### src/core/socp_pkg.sv
package socp_pkg;

	localparam logic [7:0] SOCP_STX = 8'h02;
	localparam logic [7:0] SOCP_ETX = 8'h03;
	localparam logic [7:0] SOCP_FLAG_STOP = 8'h30;
	localparam logic [7:0] SOCP_FLAG_START = 8'h31;
	localparam int SOCP_SEQ_BYTES = 17;
	localparam logic [4:0] SOCP_LEN_READ_SCAN = 5'h0F;
	localparam logic [4:0] SOCP_LEN_EVENT_SCAN = 5'h11;
	localparam logic [4:0] SOCP_LEN_STATE_QUERY = 5'h11;
	localparam logic [4:0] SOCP_LEN_MAX = 5'h1F;
	// read-by-name type, space, scan data command
	localparam logic [119:0] SOCP_READ_SCAN_STR = 120'h73524E204C4D447363616E64617461;
	// event-by-name type, space, scan data command, space
	localparam logic [127:0] SOCP_EVENT_SCAN_PFX = 128'h73454E204C4D447363616E6461746120;
	// read-by-name type, space, device state query
	localparam logic [135:0] SOCP_STATE_QUERY_STR = 136'h73524E2053436465766963657374617465;
	localparam int SOCP_POINTS = 8;
	localparam logic [2:0] SOCP_LAST_POINT = 3'h7;
	localparam int SOCP_CLK_PERIOD_NS = 10;
	localparam int SOCP_SETTLE_TIME_NS = 1000000;
	localparam int SOCP_SETTLE_CYCLES = SOCP_SETTLE_TIME_NS / SOCP_CLK_PERIOD_NS;

	typedef enum logic [2:0] {
		SOCP_CMD_NONE,
		SOCP_CMD_READ_SCAN,
		SOCP_CMD_EVENT_STOP,
		SOCP_CMD_EVENT_START,
		SOCP_CMD_STATE_QUERY
	} socp_cmd_t;

	typedef enum logic [1:0] {
		SOCP_SEC_CONFIG,
		SOCP_SEC_DATA,
		SOCP_SEC_STATUS,
		SOCP_SEC_STATE
	} socp_sec_t;

	typedef struct packed {
		logic valid;
		logic [7:0] data;
	} socp_rx_t;

	typedef struct packed {
		logic valid;
		logic last;
		logic [15:0] dist_mm;
		logic [15:0] strength;
	} socp_point_t;

	typedef struct packed {
		logic valid;
		socp_sec_t section;
		logic [31:0] word;
		logic last;
	} socp_tx_t;

endpackage : socp_pkg

### src/core/socp_parser.sv
`timescale 1ns/100ps
// Operation
// - a command is only the bytes between start-of-text and end-of-text
// - single-scan request is read-by-name type, space, scan data command
// - continuous request is event-by-name type, scan data command, start/stop flag
// - a valid scan data request starts measured-value output on the same link
// - read-by-name scan request returns exactly one telegram of the last scan
// - event request with flag 1 starts one telegram per scan completed outside a scan telegram
// - event request with flag 0 stops further measurement telegrams
// - after measurement start, ready state is reported only after settling
// - telegram order: config with time stamp, measured data, status with I/O
// - distance in mm by default; signal strength added only when enabled
module socp_parser
	import socp_pkg::*;
#(
	parameter int unsigned SETTLE_CYCLES = SOCP_SETTLE_CYCLES
) (
	input wire logic ref_clk,
	input wire logic rst,
	input wire socp_rx_t rx,
	input wire socp_point_t pt,
	input wire logic meas_start,
	input wire logic strength_en,
	input wire logic [7:0] dev_status,
	input wire logic [15:0] io_state,
	input wire logic tx_ready,
	output socp_tx_t tx,
	output logic cmd_err,
	output logic device_ready
);

	typedef enum logic {SOCP_RX_IDLE, SOCP_RX_BODY} socp_rx_st_t;
	typedef enum logic [1:0] {SOCP_TX_IDLE, SOCP_TX_SCAN, SOCP_TX_STATE} socp_tx_st_t;

	typedef struct packed {
		socp_rx_st_t rx_st;
		logic [8*SOCP_SEQ_BYTES-1:0] seq;
		logic [4:0] len;
		logic cont;
		logic pend_scan;
		logic pend_state;
		logic scan_ok;
		logic scan_new;
		logic [SOCP_POINTS-1:0][31:0] fill;
		logic [SOCP_POINTS-1:0][31:0] scan_mem;
		logic [2:0] fill_idx;
		logic [31:0] now;
		logic [31:0] stamp;
		logic [31:0] settle;
		logic ready;
		socp_tx_st_t tx_st;
		logic [2:0] tx_idx;
		logic strength_on;
		socp_tx_t tx;
		logic cmd_err;
	} socp_state_t;

	socp_state_t s_q;
	socp_state_t s_d;
	socp_cmd_t cmd;
	logic etx_hit;
	// a stop arriving as a continuous telegram would start wins over that start
	logic stop_hit;

	socp_matcher u_matcher (
		.seq(s_q.seq),
		.len(s_q.len),
		.cmd(cmd)
	);

	assign etx_hit = rx.valid && rx.data == SOCP_ETX && s_q.rx_st == SOCP_RX_BODY;
	assign stop_hit = etx_hit && cmd == SOCP_CMD_EVENT_STOP;

	function automatic logic [31:0] data_word(input logic [31:0] pnt, input logic on);
		data_word = on ? pnt : {16'h0000, pnt[15:0]};
	endfunction : data_word

	always_comb begin
		s_d = s_q;
		s_d.cmd_err = 1'b0;
		s_d.now = s_q.now + 32'h0000_0001;
		// telegram framing
		if (rx.valid) begin
			if (rx.data == SOCP_STX) begin
				s_d.rx_st = SOCP_RX_BODY;
				s_d.len = '0;
				s_d.seq = '0;
			end else if (s_q.rx_st == SOCP_RX_BODY && rx.data != SOCP_ETX) begin
				s_d.seq = {s_q.seq[8*SOCP_SEQ_BYTES-9:0], rx.data};
				s_d.len = (s_q.len == SOCP_LEN_MAX) ? SOCP_LEN_MAX : s_q.len + 5'h01;
			end
		end
		// telegram emission, cleared pendings may be set again below
		if (s_q.tx.valid && tx_ready) begin
			s_d.tx.valid = 1'b0;
			if (s_q.tx_st == SOCP_TX_SCAN) begin
				unique case (s_q.tx.section)
					SOCP_SEC_CONFIG: begin
						s_d.tx = '{1'b1, SOCP_SEC_DATA, data_word(s_q.scan_mem[0], s_q.strength_on), 1'b0};
						s_d.tx_idx = '0;
					end
					SOCP_SEC_DATA: begin
						if (s_q.tx_idx == SOCP_LAST_POINT) begin
							s_d.tx = '{1'b1, SOCP_SEC_STATUS, {7'h00, s_q.ready, dev_status, io_state}, 1'b1};
						end else begin
							s_d.tx_idx = s_q.tx_idx + 3'h1;
							s_d.tx = '{1'b1, SOCP_SEC_DATA,
								data_word(s_q.scan_mem[s_q.tx_idx + 3'h1], s_q.strength_on), 1'b0};
						end
					end
					default: s_d.tx_st = SOCP_TX_IDLE;
				endcase
			end else begin
				s_d.tx_st = SOCP_TX_IDLE;
			end
		end else if (s_q.tx_st == SOCP_TX_IDLE) begin
			if (s_q.pend_state) begin
				s_d.pend_state = 1'b0;
				s_d.tx_st = SOCP_TX_STATE;
				s_d.tx = '{1'b1, SOCP_SEC_STATE, {31'h0, s_q.ready}, 1'b1};
			end else if (s_q.scan_ok && (s_q.pend_scan || (s_q.cont && s_q.scan_new && !stop_hit))) begin
				s_d.pend_scan = 1'b0;
				s_d.scan_new = 1'b0;
				s_d.tx_st = SOCP_TX_SCAN;
				s_d.strength_on = strength_en;
				s_d.tx = '{1'b1, SOCP_SEC_CONFIG, s_q.stamp, 1'b0};
			end
		end
		// scan capture; a scan completed during a scan telegram is dropped
		// so is one completing as a telegram starts, so that stamp and points never mix
		if (pt.valid) begin
			s_d.fill[s_q.fill_idx] = {pt.strength, pt.dist_mm};
			s_d.fill_idx = s_q.fill_idx + 3'h1;
			if (pt.last || s_q.fill_idx == SOCP_LAST_POINT) begin
				s_d.fill_idx = '0;
				if (s_d.tx_st != SOCP_TX_SCAN) begin
					s_d.scan_mem = s_q.fill;
					s_d.scan_mem[s_q.fill_idx] = {pt.strength, pt.dist_mm};
					s_d.stamp = s_q.now;
					s_d.scan_ok = 1'b1;
					s_d.scan_new = s_q.cont;
				end
			end
		end
		// command decode at end-of-text
		if (etx_hit) begin
			s_d.rx_st = SOCP_RX_IDLE;
			unique case (cmd)
				SOCP_CMD_READ_SCAN: s_d.pend_scan = 1'b1;
				SOCP_CMD_EVENT_START: begin
					s_d.cont = 1'b1;
					s_d.scan_new = 1'b0;
				end
				SOCP_CMD_EVENT_STOP: begin
					s_d.cont = 1'b0;
					s_d.scan_new = 1'b0;
				end
				SOCP_CMD_STATE_QUERY: s_d.pend_state = 1'b1;
				default: s_d.cmd_err = 1'b1;
			endcase
		end
		// settling after measurement start
		if (meas_start) begin
			s_d.ready = 1'b0;
			s_d.settle = 32'(SETTLE_CYCLES);
		end else if (s_q.settle != '0) begin
			s_d.settle = s_q.settle - 32'h0000_0001;
			s_d.ready = (s_q.settle == 32'h0000_0001);
		end
	end

	always_ff @(posedge ref_clk or posedge rst) begin
		if (rst) begin
			s_q <= '0;
		end else begin
			s_q <= s_d;
		end
	end

	assign tx = s_q.tx;
	assign cmd_err = s_q.cmd_err;
	assign device_ready = s_q.ready;
endmodule : socp_parser

### src/core/socp_matcher.sv
`timescale 1ns/100ps
module socp_matcher
	import socp_pkg::*;
(
	input wire logic [8*SOCP_SEQ_BYTES-1:0] seq,
	input wire logic [4:0] len,
	output socp_cmd_t cmd
);

	always_comb begin
		cmd = SOCP_CMD_NONE;
		if (len == SOCP_LEN_READ_SCAN && seq[119:0] == SOCP_READ_SCAN_STR) begin
			cmd = SOCP_CMD_READ_SCAN;
		end else if (len == SOCP_LEN_EVENT_SCAN && seq[135:8] == SOCP_EVENT_SCAN_PFX) begin
			if (seq[7:0] == SOCP_FLAG_START) begin
				cmd = SOCP_CMD_EVENT_START;
			end else if (seq[7:0] == SOCP_FLAG_STOP) begin
				cmd = SOCP_CMD_EVENT_STOP;
			end
		end else if (len == SOCP_LEN_STATE_QUERY && seq == SOCP_STATE_QUERY_STR) begin
			cmd = SOCP_CMD_STATE_QUERY;
		end
	end

endmodule : socp_matcher

### config.mk
export PLATFORM = sky130hd
export DESIGN_NAME = socp_parser
export DESIGN_NICKNAME = d
export VERILOG_FILES = /design/src/core/socp_pkg.sv /design/src/core/socp_parser.sv /design/src/core/socp_matcher.sv
export SDC_FILE = /design/constraint.sdc
export NUM_CORES = 2
export LEC_CHECK = 0
export ABC_CLOCK_PERIOD_IN_PS = 36200
export BUFFER_PORTS_ARGS = -buffer_cell sky130_fd_sc_hd__buf_2
export CAP_MARGIN = 5
export CORE_MARGIN = 4
export CORE_UTILIZATION = 40
export CTS_BUF_LIST = sky130_fd_sc_hd__clkbuf_8 sky130_fd_sc_hd__clkbuf_16
export CTS_CLUSTER_DIAMETER = 80
export DETAILED_ROUTE_END_ITERATION = 16
export SLEW_MARGIN = 15
export SYNTH_ARGS = -nofsm -noshare
export SYNTH_HDL_FRONTEND = slang
export SYNTH_SLANG_ARGS = --single-unit
export TNS_END_PERCENT = 1
### constraint.sdc
create_clock -name ref_clk -period 36.2 [get_ports ref_clk]
set_input_delay 3.62 -clock ref_clk [delete_from_list [all_inputs] [get_ports ref_clk]]
set_output_delay 3.62 -clock ref_clk [all_outputs]
set_load 0.02 [all_outputs]
==> metrics.cfg <==
[outcome]
outcome=complete, no violations

[timing]
slew_viol_final=0
hold_viol_final=0
tightest_slew_ns=1.175
layout_min_cycle_time_ns=8.141
setup_slack_ns=28.06
rsz0062_at_grt=no
setup_viol=0
finalCritPeriodShare_pct=22.49
max-slew-margin-rel_pct=21.44
clock_skew_ns=0.03573
final.setup.tns_ns=0
fmaxAchievable_ghz=0.1228

[detailed_routing]
vias=23200
first_pass_iters=5
antenna_left=0
wl_um=97410
routedWlPerCell_um=23.70
drc_errors=0
viasPerCell=5.643
drt_iter0_drc=1785

[yosys]
synth_edf_count=0
syn-num-nets=2879
mappedNetlistArea_mm2=0.03748
synth.distinct_cells=58
synth_cells=2798
synthArstFlopShare_pct=100.0
ys_ff_latch=801
ys_seq_area_share_pct=53.48
avgSynthCellArea_um2=13.39
yosys_warnings=0
synth_ff_type=dfrtp_1

[worst_setup_path]
worst_ep_arrival_time_ns=8.65
critPathTopFamily=buffers and inverters
crit_type=input pin to flop
crit_buf_inv=5
crit_top_cell=buf_4
start_kind=input pin
crit_path_end_kind=flop
worstPathRequired_ns=36.71
slowest_stage=buf_4
cpPeakStageDelay_ns=0.94
crit_path_max_fanout=78
path_cells=buf_2 -> nor4_2 -> nand4_1 -> nor4b_1 -> nand4_2 -> buf_4 -> a21oi_4 -> buf_4 -> buf_4 -> buf_4 -> mux2_2

[clock_network]
htreeDepth=3
post_cts_resized=0
insertion_delay_ns=0.64
ctsHoldBuffers=0
cts_tree=yes
cts-buffers-inserted=88
clkTransAtPathRegs_ns=0.06
root_buffer=clkbuf_16
cts_num_sinks=801
cts_buffer_depth=3
cts_setup_buffers=0

[global_route]
grt_max_degree=179
overflow=0
grt_pass1_vias=24250
grt_first_pass_wirelength_um=151000
track_usage_pct=19.69
antenna_found_initial=10

[place]
place.port_buffers=109
pre_cts_slack_ns=27.45
place_inst=3958
place_area_mm2=0.03882
gp_congestion=0.8196
hpwl_um=58060

[floorplanning]
fp-row-count=112
dieWidth_um=314.1
core_area_mm2=0.09319
die_height_um=314.1
ios=110
start_util_pct=40.22
dieArea_mm2=0.09866

[pwr]
ir_worst_vdd_mv=0.03276
power_density_mw_per_mm2=65.15
p_leak_nw=18.54
total_power_mw=2.713

[final_layout]
mostFrequentLayoutCell=dfrtp_1
drive_gt1_share_pct=33.61
final_cell_mix=dfrtp_1 (799), mux2_2 (574), mux2_1 (219)
area_growth_pct=11.10
finalNonFillerCells=4111
fin_nets=2876
stdcell_area_mm2=0.04164

[job]
cap_violations=0

[min_path]
hold_path.class=flop to flop

synthesized netlist by cell type, drive strengths merged (20+ instances only):
| cell type | instances | area [um2] |
|---|---|---|
| mux2 | 793 | 8930 |
| nand4 | 31 | 200.2 |
| mux2i | 20 | 200.2 |
| xnor2 | 37 | 324.1 |
| a211oi | 35 | 262.8 |
| nor2b | 20 | 125.1 |
| nand2 | 172 | 645.6 |
| nor4 | 22 | 162.7 |
| o21ai | 62 | 310.3 |
| dfrtp | 801 | 20040 |
| nor3 | 40 | 210.2 |
| clkbuf | 144 | 540.5 |
| o22a | 32 | 280.3 |
| a22o | 135 | 1182 |
| nor2 | 58 | 217.7 |
| nand3 | 24 | 120.1 |
| mux4 | 64 | 1441 |
| buf | 106 | 739.5 |
| a21oi | 35 | 186.4 |
power by group:
part / internal [mW] / leakage, nW / switching (mW) / total, mW
logic: 0.341 / 6.71 / 0.201 / 0.542
registers: 1.16 / 10.3 / 0.142 / 1.30
clock network: 0.507 / 1.48 / 0.365 / 0.872
through the flow:
step | hold WS, ns | utilization, %
final | 0.4783 | 44.68
after global routing | 0.4852 | 44.68
after CTS | 0.4769 | 44.65
after detailed placement | 0.4669 | 41.65
after global placement | 0.4581 | 41.65
after floorplan | 0.4378 | -
cell families after synthesis:
family,after synthesis,share of synthesized area (%)
AO/OA/AOI/OAI,327,6.624
XOR/XNOR,55,1.285
multiplexers,877,28.21
buffers and inverters,268,3.596
flip-flops,801,53.48
AND/OR/NAND/NOR,461,6.507
adder cells (fa/ha/maj),9,0.3005
registers in the layout, indices dropped and copies added, names as in the netlist:
name / cells
cmd_err: 1
device_ready: 1
s_q: 764
tx: 35
cell type report:
type	count	area (um2)
antenna	1	2.502
clock buffer	105	2459
clock inverter	46	335.3
fill	8281	51550
timing repair buffer	157	938.4
tap	1254	1569
sequential	801	20050
multi-input combinational	1729	16210
inverter	18	75.07
path summary, 6_finish.rpt:
kind / end / slack [ns] / cells after the start / startpoint
hold / removal: s_q[216] / 0.48 / 1 / s_q[216]
hold reg to reg: s_q[216] / 0.48 / 1 / s_q[216]
max in group asynchronous: s_q[478] / 29.75 / 5 / rst
setup / recovery: s_q[347] / 28.06 / 11 / rx[4]
setup reg to reg: s_q[347] / 30.54 / 10 / s_q[666]
min in group asynchronous: s_q[470] / 3.14 / 2 / rst
routing by layer:
layer	wire (um)	vias to the layer above	track usage, %	share of wire [%]
li1	-	10250	-	-
met1	44880	12260	28.24	46
met2	45160	548	31.11	46
met3	5293	142	3.568	5.4
met4	2066	2	4.904	2.1
met5	13	-	0	0.013
(Power assumes the default switching activity.)
